--- src/hw/touch_pkg.sv ---
package touch_pkg;

   localparam int NUM_MODULES = 2;
   localparam int KEYS_PER_MODULE = 4;

   // Register byte offsets
   localparam logic [7:0] OFS_CTRL         = 8'h00;
   localparam logic [7:0] OFS_STATUS       = 8'h04;
   localparam logic [7:0] OFS_MODULE_CTRL0 = 8'h08;
   localparam logic [7:0] OFS_MODULE_CTRL1 = 8'h0C;
   localparam logic [7:0] OFS_SLOT_PRESET0 = 8'h10;
   localparam logic [7:0] OFS_SLOT_PRESET1 = 8'h14;
   localparam logic [7:0] OFS_FUNC_COUNT   = 8'h18;
   localparam logic [7:0] OFS_CF_COUNT0    = 8'h1C;
   localparam logic [7:0] OFS_CF_COUNT1    = 8'h20;
   localparam logic [7:0] OFS_SLOT_COUNT   = 8'h24;

   // Control register fields
   localparam int CTRL_START_BIT = 0;
   localparam int CTRL_SHARE_BIT = 1;

   // Status register fields
   localparam int ST_SLOT_FLAG_BIT = 0;
   localparam int ST_FUNC_OVF_BIT  = 1;
   localparam int ST_CF_OVF_BIT    = 2;

   // Module control register fields
   localparam int MC_KEY_EN_LSB  = 0;
   localparam int MC_KOEN_BIT    = 4;
   localparam int MC_ROEN_BIT    = 5;
   localparam int MC_TSS_BIT     = 7;
   localparam int MC_KEY_SEL_LSB = 8;

   // Reset values
   localparam logic [1:0]  CTRL_RESET        = 2'h0;
   localparam logic [9:0]  MODULE_CTRL_RESET = 10'h000;
   localparam logic [7:0]  SLOT_PRESET_RESET = 8'h00;

   // Counter terminal values
   localparam logic [4:0]  UNIT_LAST  = 5'h1F;
   localparam logic [7:0]  SLOT_LAST  = 8'hFF;
   localparam logic [15:0] COUNT_LAST = 16'hFFFF;

   // System clock divided by four for the slot clock
   localparam int          SYS_DIV      = 4;
   localparam logic [1:0]  SYS_DIV_LAST = 2'(SYS_DIV - 1);

   typedef struct packed {
      logic [1:0] key_sel;
      logic       tss;
      logic       roen;
      logic       koen;
      logic [3:0] key_en;
   } mod_cfg_t;

   typedef struct packed {
      logic [15:0] cf_count;
      logic [7:0]  slot_count;
      logic        running;
      logic        cf_ovf;
      logic        slot_ovf;
   } mod_stat_t;

endpackage

--- src/hw/edge_sync.sv ---
`timescale 1ns/1ps
module edge_sync #(
   parameter int W = 1
) (
   input  wire logic         hclk,
   input  wire logic         hresetn,
   input  wire logic [W-1:0] async_in,
   output logic      [W-1:0] rise
);

   logic [W-1:0] s1_q;
   logic [W-1:0] s2_q;
   logic [W-1:0] s3_q;
   logic [W-1:0] lvl_q;
   logic [W-1:0] rise_q;
   wire  [W-1:0] agree = ~(s2_q ^ s3_q);
   wire  [W-1:0] lvl_d = (agree & s3_q) | (~agree & lvl_q);

   // Three stages; a level counts once the last two agree
   always_ff @(posedge hclk or negedge hresetn) begin
      if (!hresetn) begin
         s1_q   <= '0;
         s2_q   <= '0;
         s3_q   <= '0;
         lvl_q  <= '0;
         rise_q <= '0;
      end else begin
         s1_q   <= async_in;
         s2_q   <= s1_q;
         s3_q   <= s2_q;
         lvl_q  <= lvl_d;
         rise_q <= lvl_d & ~lvl_q;
      end
   end

   assign rise = rise_q;

endmodule

--- src/hw/touch_module.sv ---
`timescale 1ns/1ps
module touch_module (
   input  wire logic                hclk,
   input  wire logic                hresetn,
   input  touch_pkg::mod_cfg_t      cfg,
   input  wire logic [3:0]          key_rise,
   input  wire logic                ref_rise,
   input  wire logic                sys4_tick,
   input  wire logic                start_rise,
   input  wire logic                start_lvl,
   input  wire logic                follow,
   input  wire logic                lead_ovf,
   input  wire logic [7:0]          slot_preset,
   output touch_pkg::mod_stat_t     stat
);

   logic [4:0]  unit_q;
   logic [7:0]  slot_q;
   logic [15:0] cf_q;
   logic        run_q;

   wire tick    = cfg.tss ? sys4_tick : ref_rise;
   wire own_ovf = run_q & tick & (unit_q == touch_pkg::UNIT_LAST)
                  & (slot_q == touch_pkg::SLOT_LAST);
   wire end_run = follow ? lead_ovf : own_ovf;
   wire key_hit = key_rise[cfg.key_sel] & cfg.key_en[cfg.key_sel] & cfg.koen;
   wire cf_inc  = run_q & key_hit;
   wire unit_wrap = tick & (unit_q == touch_pkg::UNIT_LAST);

   always_ff @(posedge hclk or negedge hresetn) begin
      if (!hresetn) begin
         unit_q <= '0;
         slot_q <= '0;
         cf_q   <= '0;
         run_q  <= 1'b0;
      end else if (start_rise) begin
         unit_q <= '0;
         slot_q <= slot_preset;
         cf_q   <= '0;
         run_q  <= 1'b1;
      end else if (!start_lvl) begin
         unit_q <= '0;
         cf_q   <= '0;
         run_q  <= 1'b0;
      end else if (run_q && end_run) begin
         unit_q <= '0;
         slot_q <= '0;
         run_q  <= 1'b0;
      end else if (run_q) begin
         unit_q <= tick ? unit_q + 5'h01 : unit_q;
         slot_q <= unit_wrap ? slot_q + 8'h01 : slot_q;
         cf_q   <= cf_inc ? cf_q + 16'h0001 : cf_q;
      end
   end

   assign stat.cf_count   = cf_q;
   assign stat.slot_count = slot_q;
   assign stat.running    = run_q;
   assign stat.cf_ovf     = cf_inc & (cf_q == touch_pkg::COUNT_LAST) & ~end_run;
   assign stat.slot_ovf   = own_ovf;

endmodule

--- src/hw/touch_key_scan_control.sv ---
// Our own choices: the placing of the registers and the AHB-Lite interface to the registers.
`timescale 1ns/1ps
module touch_key_scan_control (
   input  wire logic        hclk,
   input  wire logic        hresetn,
   input  wire logic        hsel,
   input  wire logic [31:0] haddr,
   input  wire logic [1:0]  htrans,
   input  wire logic        hwrite,
   input  wire logic [2:0]  hsize,
   input  wire logic [2:0]  hburst,
   input  wire logic [3:0]  hprot,
   input  wire logic        hmastlock,
   input  wire logic [31:0] hwdata,
   input  wire logic        hready,
   output logic      [31:0] hrdata,
   output logic             hreadyout,
   output logic             hresp,
   input  wire logic [7:0]  key_osc_in,
   input  wire logic [1:0]  ref_osc_in,
   output logic      [7:0]  key_osc_en,
   output logic      [1:0]  ref_osc_en,
   output logic      [7:0]  key_pad_sel,
   output logic             touch_irq
);

   localparam int NM = touch_pkg::NUM_MODULES;
   localparam int NK = touch_pkg::KEYS_PER_MODULE;

   // Bus address phase capture
   logic        wr_pend_q;
   logic [7:0]  wr_addr_q;
   logic [31:0] rdata_q;

   // Software registers
   logic [1:0]  ctrl_q;
   logic [9:0]  mctrl_q [NM];
   logic [7:0]  preset_q [NM];

   // Status and counters
   typedef enum logic [1:0] {
      PH_IDLE = 2'b00,
      PH_RUN  = 2'b01,
      PH_DONE = 2'b10
   } phase_t;

   phase_t            phase_q;
   phase_t            phase_d;
   logic              func_ovf_q;
   logic [NM-1:0]     cf_ovf_q;
   logic [15:0]       func_q;
   logic              start_q;
   logic [1:0]        div_q;
   logic              busy_q;
   logic              irq_q;

   touch_pkg::mod_cfg_t  cfg [NM];
   touch_pkg::mod_stat_t stat [NM];

   wire [NM*NK-1:0] key_rise;
   wire [NM-1:0]    ref_rise;

   // Bit 6 of a module control word is not implemented and reads zero
   localparam logic [9:0] MC_IMPL_MASK = 10'h3BF;

   function automatic logic [9:0] mctrl_field(input logic [31:0] d);
      mctrl_field = d[9:0] & MC_IMPL_MASK;
   endfunction

   // Bus decode
   wire addr_phase = hsel & hready & htrans[1];
   wire bus_wr     = addr_phase & hwrite;
   wire [7:0] ofs  = haddr[7:0];
   wire in_range   = (haddr[31:8] == 24'h000000);

   wire wr_ctrl   = wr_pend_q & (wr_addr_q == touch_pkg::OFS_CTRL);
   wire wr_status = wr_pend_q & (wr_addr_q == touch_pkg::OFS_STATUS);
   wire wr_mc0    = wr_pend_q & (wr_addr_q == touch_pkg::OFS_MODULE_CTRL0);
   wire wr_mc1    = wr_pend_q & (wr_addr_q == touch_pkg::OFS_MODULE_CTRL1);
   wire wr_ps0    = wr_pend_q & (wr_addr_q == touch_pkg::OFS_SLOT_PRESET0);
   wire wr_ps1    = wr_pend_q & (wr_addr_q == touch_pkg::OFS_SLOT_PRESET1);

   wire share      = ctrl_q[touch_pkg::CTRL_SHARE_BIT];
   wire start_lvl  = ctrl_q[touch_pkg::CTRL_START_BIT];
   wire start_rise = start_lvl & ~start_q;

   // Status word assembled once for reads
   wire        slot_flag   = (phase_q == PH_RUN);
   wire [31:0] status_word = {
      {(32 - touch_pkg::ST_CF_OVF_BIT - NM){1'b0}},
      cf_ovf_q,
      func_ovf_q,
      slot_flag
   };

   wire [31:0] slot_word = {16'h0000, stat[1].slot_count, stat[0].slot_count};

   wire [31:0] rd_mux =
      (ofs == touch_pkg::OFS_CTRL)         ? {30'h0, ctrl_q} :
      (ofs == touch_pkg::OFS_STATUS)       ? status_word :
      (ofs == touch_pkg::OFS_MODULE_CTRL0) ? {22'h0, mctrl_q[0]} :
      (ofs == touch_pkg::OFS_MODULE_CTRL1) ? {22'h0, mctrl_q[1]} :
      (ofs == touch_pkg::OFS_SLOT_PRESET0) ? {24'h0, preset_q[0]} :
      (ofs == touch_pkg::OFS_SLOT_PRESET1) ? {24'h0, preset_q[1]} :
      (ofs == touch_pkg::OFS_FUNC_COUNT)   ? {16'h0, func_q} :
      (ofs == touch_pkg::OFS_CF_COUNT0)    ? {16'h0, stat[0].cf_count} :
      (ofs == touch_pkg::OFS_CF_COUNT1)    ? {16'h0, stat[1].cf_count} :
      (ofs == touch_pkg::OFS_SLOT_COUNT)   ? slot_word :
      32'h00000000;

   // Write address phase held for its data phase
   always_ff @(posedge hclk or negedge hresetn) begin
      if (!hresetn) begin
         wr_pend_q <= 1'b0;
         wr_addr_q <= 8'h00;
      end else begin
         wr_pend_q <= bus_wr & in_range;
         wr_addr_q <= ofs;
      end
   end

   // Read data stands for the data phase only
   wire rd_take = addr_phase & ~hwrite & in_range;

   always_ff @(posedge hclk or negedge hresetn) begin
      if (!hresetn) begin
         rdata_q <= 32'h00000000;
      end else begin
         rdata_q <= rd_take ? rd_mux : 32'h00000000;
      end
   end

   assign hrdata    = rdata_q;
   assign hreadyout = 1'b1;
   assign hresp     = 1'b0;

   // Control registers
   always_ff @(posedge hclk or negedge hresetn) begin
      if (!hresetn) begin
         ctrl_q      <= touch_pkg::CTRL_RESET;
         mctrl_q[0]  <= touch_pkg::MODULE_CTRL_RESET;
         mctrl_q[1]  <= touch_pkg::MODULE_CTRL_RESET;
         preset_q[0] <= touch_pkg::SLOT_PRESET_RESET;
         preset_q[1] <= touch_pkg::SLOT_PRESET_RESET;
      end else begin
         if (wr_ctrl) begin
            ctrl_q <= hwdata[1:0];
         end
         if (wr_mc0) begin
            mctrl_q[0] <= mctrl_field(hwdata);
         end
         if (wr_mc1) begin
            mctrl_q[1] <= mctrl_field(hwdata);
         end
         if (wr_ps0) begin
            preset_q[0] <= hwdata[7:0];
         end
         if (wr_ps1) begin
            preset_q[1] <= hwdata[7:0];
         end
      end
   end

   // System clock divided by four
   wire sys4_tick = (div_q == touch_pkg::SYS_DIV_LAST);

   always_ff @(posedge hclk or negedge hresetn) begin
      if (!hresetn) begin
         div_q <= 2'h0;
      end else begin
         div_q <= div_q + 2'h1;
      end
   end

   // Previous start level for edge detection
   always_ff @(posedge hclk or negedge hresetn) begin
      if (!hresetn) begin
         start_q <= 1'b0;
      end else begin
         start_q <= start_lvl;
      end
   end

   // Oscillator inputs arrive from outside the clock domain
   edge_sync #(.W(NM*NK)) u_key_sync (
      .hclk     (hclk),
      .hresetn  (hresetn),
      .async_in (key_osc_in),
      .rise     (key_rise)
   );

   edge_sync #(.W(NM)) u_ref_sync (
      .hclk     (hclk),
      .hresetn  (hresetn),
      .async_in (ref_osc_in),
      .rise     (ref_rise)
   );

   // Identical modules; keys 1-4 to module 0, keys 5-8 to module 1
   generate
      for (genvar m = 0; m < NM; m++) begin : g_mod
         assign cfg[m].key_sel = mctrl_q[m][touch_pkg::MC_KEY_SEL_LSB +: 2];
         assign cfg[m].tss     = mctrl_q[m][touch_pkg::MC_TSS_BIT];
         assign cfg[m].roen    = mctrl_q[m][touch_pkg::MC_ROEN_BIT];
         assign cfg[m].koen    = mctrl_q[m][touch_pkg::MC_KOEN_BIT];
         assign cfg[m].key_en  = mctrl_q[m][touch_pkg::MC_KEY_EN_LSB +: NK];

         touch_module u_mod (
            .hclk        (hclk),
            .hresetn     (hresetn),
            .cfg         (cfg[m]),
            .key_rise    (key_rise[m*NK +: NK]),
            .ref_rise    (ref_rise[m]),
            .sys4_tick   (sys4_tick),
            .start_rise  (start_rise),
            .start_lvl   (start_lvl),
            .follow      (share & (m != 0)),
            .lead_ovf    (stat[0].slot_ovf),
            .slot_preset (preset_q[m]),
            .stat        (stat[m])
         );

         // Oscillators gated by enables and by the measurement window
         assign ref_osc_en[m] = stat[m].running & cfg[m].roen;
         assign key_osc_en[m*NK +: NK] =
            {NK{stat[m].running & cfg[m].koen}} & cfg[m].key_en;
         assign key_pad_sel[m*NK +: NK] = cfg[m].key_en;
      end
   endgenerate

   // Modules that take part in the interrupt decision
   wire [NM-1:0] part;
   wire [NM-1:0] run_vec;

   generate
      for (genvar m = 0; m < NM; m++) begin : g_part
         assign part[m]    = cfg[m].koen & (|cfg[m].key_en);
         assign run_vec[m] = stat[m].running;
      end
   endgenerate

   wire [NM-1:0] part_eff = (|part) ? part : {{(NM-1){1'b0}}, 1'b1};
   wire busy = share ? run_vec[0] : |(run_vec & part_eff);
   wire slot_end = busy_q & ~busy & start_lvl & ~start_rise;

   // Measurement-period counter for oscillator calibration
   wire func_inc = stat[0].running & ref_rise[0];
   wire func_ovf = func_inc & (func_q == touch_pkg::COUNT_LAST);

   always_ff @(posedge hclk or negedge hresetn) begin
      if (!hresetn) begin
         func_q <= 16'h0000;
      end else if (!start_lvl || start_rise) begin
         func_q <= 16'h0000;
      end else if (func_inc) begin
         func_q <= func_q + 16'h0001;
      end
   end

   // Sticky flags: hardware sets, software writes one to clear
   wire [NM-1:0] cf_ovf_evt;

   generate
      for (genvar m = 0; m < NM; m++) begin : g_ovf
         assign cf_ovf_evt[m] = stat[m].cf_ovf;
      end
   endgenerate

   wire [NM-1:0] cf_clr = {NM{wr_status}} & hwdata[touch_pkg::ST_CF_OVF_BIT +: NM];
   wire func_clr = wr_status & hwdata[touch_pkg::ST_FUNC_OVF_BIT];

   always_ff @(posedge hclk or negedge hresetn) begin
      if (!hresetn) begin
         cf_ovf_q   <= '0;
         func_ovf_q <= 1'b0;
      end else begin
         cf_ovf_q   <= cf_ovf_evt | (cf_ovf_q & ~cf_clr);
         func_ovf_q <= func_ovf | (func_ovf_q & ~func_clr);
      end
   end

   // Measurement phase; the slot flag stands while running
   always_comb begin
      phase_d = phase_q;
      unique case (phase_q)
         PH_IDLE: begin
            if (start_rise) begin
               phase_d = PH_RUN;
            end
         end
         PH_RUN: begin
            if (!start_lvl) begin
               phase_d = PH_IDLE;
            end else if (slot_end) begin
               phase_d = PH_DONE;
            end
         end
         PH_DONE: begin
            if (!start_lvl) begin
               phase_d = PH_IDLE;
            end
         end
         default: begin
            phase_d = PH_IDLE;
         end
      endcase
   end

   always_ff @(posedge hclk or negedge hresetn) begin
      if (!hresetn) begin
         phase_q <= PH_IDLE;
      end else begin
         phase_q <= phase_d;
      end
   end

   // Single touch interrupt one cycle after the period ends
   always_ff @(posedge hclk or negedge hresetn) begin
      if (!hresetn) begin
         busy_q <= 1'b0;
         irq_q  <= 1'b0;
      end else begin
         busy_q <= busy;
         irq_q  <= slot_end;
      end
   end

   assign touch_irq = irq_q;

endmodule

--- config.mk ---
export PLATFORM = sky130hd
export DESIGN_NAME = touch_key_scan_control
export DESIGN_NICKNAME = d
export VERILOG_FILES = /design/src/hw/touch_pkg.sv /design/src/hw/edge_sync.sv /design/src/hw/touch_module.sv /design/src/hw/touch_key_scan_control.sv
export SDC_FILE = /design/constraint.sdc
export NUM_CORES = 1
export LEC_CHECK = 0
export BUFFER_PORTS_ARGS = -buffer_cell sky130_fd_sc_hd__buf_2
export CAP_MARGIN = 5
export CELL_PAD_IN_SITES_DETAIL_PLACEMENT = 0
export CELL_PAD_IN_SITES_GLOBAL_PLACEMENT = 1
export CORE_MARGIN = 5
export CORE_UTILIZATION = 48
export DETAILED_ROUTE_END_ITERATION = 7
export PLACE_DENSITY = 0.83
export SLEW_MARGIN = 5
export SYNTH_ARGS = -nofsm -noshare
export SYNTH_HDL_FRONTEND = slang
export SYNTH_SLANG_ARGS = --single-unit
export TNS_END_PERCENT = 5
--- constraint.sdc ---
create_clock -name hclk -period 5.4 [get_ports hclk]
set_input_delay 0.54 -clock hclk [delete_from_list [all_inputs] [get_ports hclk]]
set_output_delay 0.54 -clock hclk [all_outputs]
set_load 0.01 [all_outputs]
# Word level (Yosys, flattened, before mapping)
# Cells that the tools add are included.
[totals] reg_bits=197
[classes] n_lt_le_gt_ge=2 eq_ne=39 mux=67 n_reduce_logical=25 bitwise_logic=75 n_addsub=8
[op_table] operator="two-way mux 16 bit" n=23
[op_table] operator="two-way mux 8 bit" n=10
[op_table] operator="two-way mux 5 bit" n=10
[op_table] operator="adder 16 x 1 -> 16 bit, second input constant" n=3
[op_table] operator="equality test 16 bit, second input constant" n=3
[op_table] operator="equality test 8 x 5 -> 1 bit, second input constant" n=6
[op_table] operator="bitwise AND 1 bit" n=44
[op_table] operator="equality test 8 x 4 -> 1 bit, second input constant" n=4
[op_table] operator="bitwise AND 8 bit" n=3
[op_table] operator="logical NOT 24 bit" n=1
[op_table] operator="NOT 8 bit" n=3
[op_table] operator="!= test 3 x 1 -> 1 bit, second input constant" n=6
[op_table] operator="adder 8 x 1 -> 8 bit, second input constant" n=2
[op_table] operator="equality test 8 x 3 -> 1 bit, second input constant" n=2
[op_table] operator="equality test 8 x 6 -> 1 bit, second input constant" n=2
[op_table] operator="equality test 8 bit, second input constant" n=2
[op_table] operator="logical NOT 8 bit" n=2
[op_table] operator="!= test 4 x 1 -> 1 bit, second input constant" n=4
[op_table] operator="AND reduction 3 bit" n=5
[op_table] operator="two-way mux 1 bit" n=14
[op_table] operator="bitwise AND 2 bit" n=6
[op_table] operator="nonzero test 3 bit" n=4
[op_table] operator="adder 5 x 1 -> 5 bit, second input constant" n=2
[op_table] operator="equality test 5 bit, second input constant" n=2
[op_table] operator="26 further kinds" n=53

# Depth between registers and ports, before layout
[logic_depth] word_depth=14 depth_mapped=10 mapped_depth_nobuf=9

# Hierarchy
# From an unflattened synthesis, not the netlist that was laid out.
[unflattened] cells_unflattened=926 area_unflattened_um2=9913.3
[modules_own_cells] mod="touch_key_scan_control" cells_per_inst=446 seq_area_each_um2=2177.1 area_per_inst_um2=4718.3 n_inst=1
[modules_own_cells] mod="touch_module" cells_per_inst=205 seq_area_each_um2=750.7 area_per_inst_um2=1865.5 n_inst=2
[modules_own_cells] mod="edge_sync at u_key_sync" cells_per_inst=56 seq_area_each_um2=1001.0 area_per_inst_um2=1171.1 n_inst=1
[modules_own_cells] mod="edge_sync at u_ref_sync" cells_per_inst=14 seq_area_each_um2=250.2 area_per_inst_um2=292.8 n_inst=1

# Least setup slack after synthesis
# Ideal clock, no wire load.
[synth_timing] path_kind="register -> register" startpoint="register g_mod[0].u_mod.unit_q[0]" endpoint="register g_mod[1].u_mod.slot_q[3]" slack_ns=3.145 t_arrival_ns=2.134 stages_incl_launch_ff=11 required_ns=5.278 n_path_buf=1 cell_sequence="dfrtp_1 -> ha_1 -> and3_1 -> ha_1 -> nand3_1 -> nor2_1 -> a31o_2 -> and2_1 -> clkbuf_1 -> o21ai_0 -> a32o_1"
[synth_via] elab_chain_len=8
[synth_lines] item="start: declaration" line_no="touch_module.sv:17" text="logic [4:0] unit_q;"
[synth_lines] item="start signal: assignment" line_no="touch_module.sv:50" text="unit_q <= tick ? unit_q + 5'h01 : unit_q;"
[synth_lines] item="equality test 5 bit *" line_no="touch_module.sv:23" text="wire own_ovf = run_q & tick & (unit_q == touch_pkg::UNIT_LAST)"
[synth_lines] item="bitwise AND 1 bit *" line_no="touch_module.sv:23"
[synth_lines] item="bitwise AND 1 bit *" line_no="touch_module.sv:24" text="& (slot_q == touch_pkg::SLOT_LAST);"
[synth_lines] item="two-way mux 1 bit *" line_no="touch_module.sv:25" text="wire end_run = follow ? lead_ovf : own_ovf;"
[synth_lines] item="logical AND 1 bit *" line_no="touch_module.sv:45" text="end else if (run_q && end_run) begin"
[synth_lines] item="two-way mux 8 bit" line_no="touch_module.sv:45"
[synth_lines] item="two-way mux 8 bit" line_no="touch_module.sv:41" text="end else if (!start_lvl) begin"
[synth_lines] item="two-way mux 8 bit" line_no="touch_module.sv:36" text="end else if (start_rise) begin"
[synth_lines] item="end signal: assignment" line_no="touch_module.sv:38" text="slot_q <= slot_preset;"
[synth_lines] item="end signal: assignment" line_no="touch_module.sv:51" text="slot_q <= unit_wrap ? slot_q + 8'h01 : slot_q;"
[synth_lines] item="end: declaration" line_no="touch_module.sv:18" text="logic [7:0] slot_q;"
# Every way passes the cells marked *; elsewhere a longest branch is shown, timed or not. The select of a mux whose other input is x is not followed.
# A chain may end at the register's enable or synchronous reset.

# Worst setup path after layout
[layout_timing] startpoint="register div_q[0]" endpoint="register g_mod[0].u_mod.cf_q[14]"
[layout_via] elab_chain_len=8
[layout_lines] item="start: declaration" line_no="touch_key_scan_control.sv:53" text="logic [1:0] div_q;"
[layout_lines] item="start signal: assignment" line_no="touch_key_scan_control.sv:171" text="div_q <= div_q + 2'h1;"
[layout_lines] item="equality test 2 bit" line_no="touch_key_scan_control.sv:165" text="wire sys4_tick = (div_q == touch_pkg::SYS_DIV_LAST);"
[layout_lines] item="two-way mux 1 bit" line_no="touch_module.sv:22" text="wire tick = cfg.tss ? sys4_tick : ref_rise;"
[layout_lines] item="bitwise AND 1 bit (2 in series)" line_no="touch_module.sv:23"
[layout_lines] item="bitwise AND 1 bit" line_no="touch_module.sv:24"
[layout_lines] item="logical AND 1 bit" line_no="touch_module.sv:45"
[layout_lines] item="!= test 3 bit (no source line)"
[layout_lines] item="AND reduction 3 bit (no source line)"
[layout_lines] item="end signal: assignment" line_no="touch_module.sv:52" text="cf_q <= cf_inc ? cf_q + 16'h0001 : cf_q;"
[layout_lines] item="end: declaration" line_no="touch_module.sv:19" text="logic [15:0] cf_q;"
# No other way between the ends.

==> results.rst <==
.. list-table::
   :header-rows: 1

   * - Metric
     - Value
   * - Critical Path Fanout Max
     - 8
   * - Fraction of layout cells with a size suffix above 1
     - between 10% and 20%
   * - TritonCTS clock tree
     - done
   * - Number of cells produced by synthesis
     - between 900 and 1000
   * - Total CTS buffers
     - 17
   * - Worst Hold Class
     - input port to async pin
   * - Pint
     - roughly 2.2 mW
   * - Worst EP required
     - ~5800 ps
   * - Weighted congestion reported at the end of routability-driven placement
     - 0.8889
   * - Residual DRC
     - 0
   * - Number of distinct standard cells referenced by the synthesized netlist
     - 64
   * - Setup slack at placement
     - about 2300 ps
   * - Total gr overflow
     - 0
   * - Power density of the placed cells
     - about 270 nW/µm²
   * - Clock tree skew after final layout
     - 10.37 ps
   * - Summed negative setup slack over all endpoints
     - 0 ps
   * - CP delay by family, top
     - simple AND/OR/NAND/NOR gates
   * - Clock share of power
     - 42.7%
   * - Leak pwr
     - about 4.5 nW
   * - Share of the clock period used by the worst path
     - 52.19%
   * - Primary FF master, synth
     - sky130_fd_sc_hd__dfrtp_1
   * - Count of input and output buffers
     - ~90
   * - Sequential share of power
     - a little over half
   * - H-tree depth
     - 4
   * - Unrepaired setup endpoints after global routing
     - false
   * - Antenna diode count
     - 0
   * - Floorplan die width
     - 149.3 µm
   * - Count of warnings emitted by yosys
     - 0
   * - WS Path Type
     - flop to flop
   * - Total of flip-flops plus latches after synthesis
     - roughly 200
   * - Critical path launch point type
     - flop
   * - Die ar.
     - between 20000 and 25000 µm²
   * - Max_cap viols
     - 0
   * - Detailed placer's ending HPWL
     - around 18000 µm
   * - Category of the worst setup path capture point
     - flop
   * - Overall global routing resource usage
     - roughly 22%
   * - Count of standard-cell rows
     - about 50
   * - Height of the die
     - 149.3 µm
   * - Final hold violations
     - 0
   * - Worst-path clk slew
     - ~80 ps
   * - Critical Path, Cell by Cell
     - ha_1, mux2i_1, nor2_1, a211oi_4, nand2_1, or3_1, a21oi_1
   * - Slew Limit Fails
     - 0
   * - Slack of the critical path
     - approximately 2600 ps
   * - Clock sinks
     - 197
   * - Total of hold buffers inserted after clock tree synthesis
     - 0
   * - Run status
     - complete, no violations
   * - Root Driver
     - sky130_fd_sc_hd__clkbuf_16
   * - Final count of negative-setup-slack endpoints
     - 0
   * - Total number of vias
     - roughly 7100
   * - Net count reported at finish
     - 1080
   * - Routed len/inst
     - ~19 µm
   * - Headroom to the max-slew limit
     - about a third
   * - Vias in the first global route
     - approximately 7000
   * - Sequential share of the synthesized area
     - 52.89%
   * - Wire length of the first global-routing pass
     - slightly below 40000 µm
   * - Number of top-level pins
     - around 150
   * - Number of DRC markers in iteration 0
     - between 500 and 600
   * - Post-layout minimum cycle time
     - about 2800 ps
   * - Switching power
     - between 0.7 and 0.8 mW
   * - Length of the first detailed-routing pass in iterations
     - 5
   * - Worst path buffer plus inverter count
     - 0
   * - Initial antenna violation count
     - 0
   * - Cell area after synthesis
     - 9320 µm²
   * - Peak supply drop
     - about 0.26 mV
   * - Arrival time worst endpoint
     - around 3200 ps
   * - Post-CTS repair timing setup buffer count
     - 0
   * - Worst Tran Pin Value
     - roughly 1000 ps
   * - Clock latency reported for the late side of the worst-skew pair
     - approximately 430 ps
   * - Deepest clock path buffer count
     - 2
   * - Vias per Instance
     - ~5.7
   * - Area of the core
     - around 19000 µm²
   * - Switching fraction of total power
     - 25.00%
   * - Mapped Avg Cell Area
     - roughly 10 µm²
   * - Effective utilization at floorplan
     - slightly below 50%
   * - Number of flops mapped to enable cells by yosys
     - 0
   * - Antenna-violating nets left
     - 0
   * - Highest cell delay on the worst timing path
     - around 540 ps
   * - Largest net degree at the start of global routing
     - 105
   * - Combinational cell fraction of total power
     - under 10%
   * - Total detailed-routing wirelength
     - ~24000 µm
   * - Number of cells upsized or downsized after cts
     - 0
   * - Syn-to-layout area delta
     - 12.40%
   * - Max frequency
     - between 300 and 400 MHz
   * - Post-synth ARST share
     - 100.0%
   * - Max stage delay cell, worst path
     - sky130_fd_sc_hd__a211oi_4
-- logic make-up after synthesis --
logic type | after synthesis | synth area share (%)
buffers and inverters | 68 | 3.880
adders and majority gates | 20 | 2.416
muxes | 56 | 6.779
AOI/OAI and AO/OA | 147 | 10.59
DFF | 197 | 52.89
other | 2 | 0.08058
and+or+nand+nor | 369 | 19.32
xor gates and xnor gates | 43 | 4.041
-- final timing paths --
kind                                     from                      end  slack [ps]  depth (start not counted)
setup / recovery                     div_q[0]  g_mod[0].u_mod.cf_q[14]        2580                          7
hold / removal                        hresetn               hrdata[14]         160                          1
setup reg to reg                     div_q[0]  g_mod[0].u_mod.cf_q[14]        2580                          7
hold reg to reg            u_key_sync.s1_q[4]       u_key_sync.s2_q[4]         350                          0
max in group asynchronous             hresetn                wr_pend_q        3870                          2
min in group hclk               key_osc_in[3]       u_key_sync.s1_q[3]         210                          1
-- Yosys cell counts (all sizes together), types with 3 or more instances --
master   count  share of area [%]
a22o         4               0.38
nand2b       7               0.47
or3          8               0.54
buf         35                2.6
clkbuf      24               0.97
a31oi       13               0.87
nand2      110                4.4
mux2i       17                1.8
nor4        13               0.94
a22oi        8               0.64
o211ai       3               0.24
o22ai        7               0.54
nand3b       3               0.24
or2          3               0.20
nor3        12               0.64
o31ai        5               0.40
and2         9               0.60
o21ai       32                1.7
nand4       23                1.5
nor4b        4               0.51
nand3       36                1.9
nor2b        9               0.60
a21oi       40                2.1
xor2        32                3.0
a211oi       5               0.54
o2bb2ai      3               0.28
a221oi       5               0.47
ha          10                1.3
a31o         5               0.47
nor2        99                4.2
and3        22                1.5
dfrtp      197                 53
maj3        10                1.1
xnor2       11                1.0
and4         6               0.56
a32o         3               0.32
inv          9               0.36
mux2        37                4.5
-- flip-flops by register name (all words and copies together), names as in the netlist, 2 cells and up --
| signal | flops |
|---|---|
| u_ref_sync.rise | 2 |
| func_q | 16 |
| hrdata | 16 |
| u_ref_sync.s1_q | 2 |
| u_key_sync.rise | 8 |
| u_ref_sync.s3_q | 2 |
| g_mod.u_mod.slot_q | 16 |
| u_key_sync.s2_q | 8 |
| u_key_sync.s1_q | 8 |
| g_mod.u_mod.cf_q | 32 |
| u_key_sync.s3_q | 8 |
| g_mod.u_mod.run_q | 2 |
| ctrl_q | 2 |
| cfg | 10 |
| div_q | 2 |
| wr_addr_q | 8 |
| cf_ovf_q | 2 |
| preset_q | 16 |
| g_mod.u_mod.unit_q | 10 |
| u_key_sync.lvl_q | 8 |
| u_ref_sync.lvl_q | 2 |
| phase_q | 2 |
| u_ref_sync.s2_q | 2 |
| key_pad_sel | 8 |
-- layout by cell type, fill, tap and decap left out, types with 7 or more instances in the layout --
cell,n
sky130_fd_sc_hd__a31oi_1,13
sky130_fd_sc_hd__nand2b_1,7
sky130_fd_sc_hd__buf_2,91
sky130_fd_sc_hd__xor2_1,32
sky130_fd_sc_hd__a21oi_1,40
sky130_fd_sc_hd__nor4_1,12
sky130_fd_sc_hd__nand4_1,23
sky130_fd_sc_hd__conb_1,18
sky130_fd_sc_hd__ha_1,10
sky130_fd_sc_hd__nor3_1,12
sky130_fd_sc_hd__clkbuf_16,17
sky130_fd_sc_hd__inv_1,9
sky130_fd_sc_hd__nand2_1,110
sky130_fd_sc_hd__xnor2_1,11
sky130_fd_sc_hd__mux2i_1,17
sky130_fd_sc_hd__and2_1,7
sky130_fd_sc_hd__nor2b_1,9
sky130_fd_sc_hd__dfrtp_1,197
sky130_fd_sc_hd__mux2_2,37
sky130_fd_sc_hd__nand3_1,36
sky130_fd_sc_hd__and3_1,22
sky130_fd_sc_hd__a22oi_1,8
sky130_fd_sc_hd__nor2_1,98
sky130_fd_sc_hd__buf_4,8
sky130_fd_sc_hd__o21ai_0,32
sky130_fd_sc_hd__maj3_1,10
sky130_fd_sc_hd__or3_1,8
-- cell type report --
class / count / area [µm²]
Fill cell: 1778 / 8795
Sequential cell: 197 / 4930
Multi-Input combinational cell: 653 / 4089
Timing Repair Buffer: 100 / 529.3
Clock buffer: 17 / 425.4
Tap cell: 265 / 331.6
Clock inverter: 14 / 137.6
Inverter: 9 / 33.78
-- power groups by stage --
stage	sequential (mW)	combinational [mW]	clock, mW
floorplan	1.55	0.0612	0
global placement	1.56	0.116	0
detailed placement	1.56	0.117	0
CTS	1.53	0.118	1.25
global route	1.54	0.131	1.31
finish	1.53	0.116	1.23
-- through the flow --
step           hold WS, ps  util, %  instance area (µm²)  cells  power, mW
2_1_floorplan        244.4        -                 9380    918      1.612
3_3_place_gp         333.2    51.44                 9913   1224      1.675
3_5_place_dp         338.0    51.44                 9913   1224      1.678
4_1_cts              200.9    54.36                10480   1255      2.899
5_1_grt              198.9    54.36                10480   1255      2.983
6_report             164.1    54.36                10480   1255      2.878
-- per-layer routing --
metal  GRT usage [%]  up-vias  wire, µm
met1           31.85     3555     11050
met3           3.342       33      1069
met5               0        -         0
li1                -     3324         -
met2           36.74      180     11790
met4           5.263        0       401
Power figures use the tool's default switching activity.
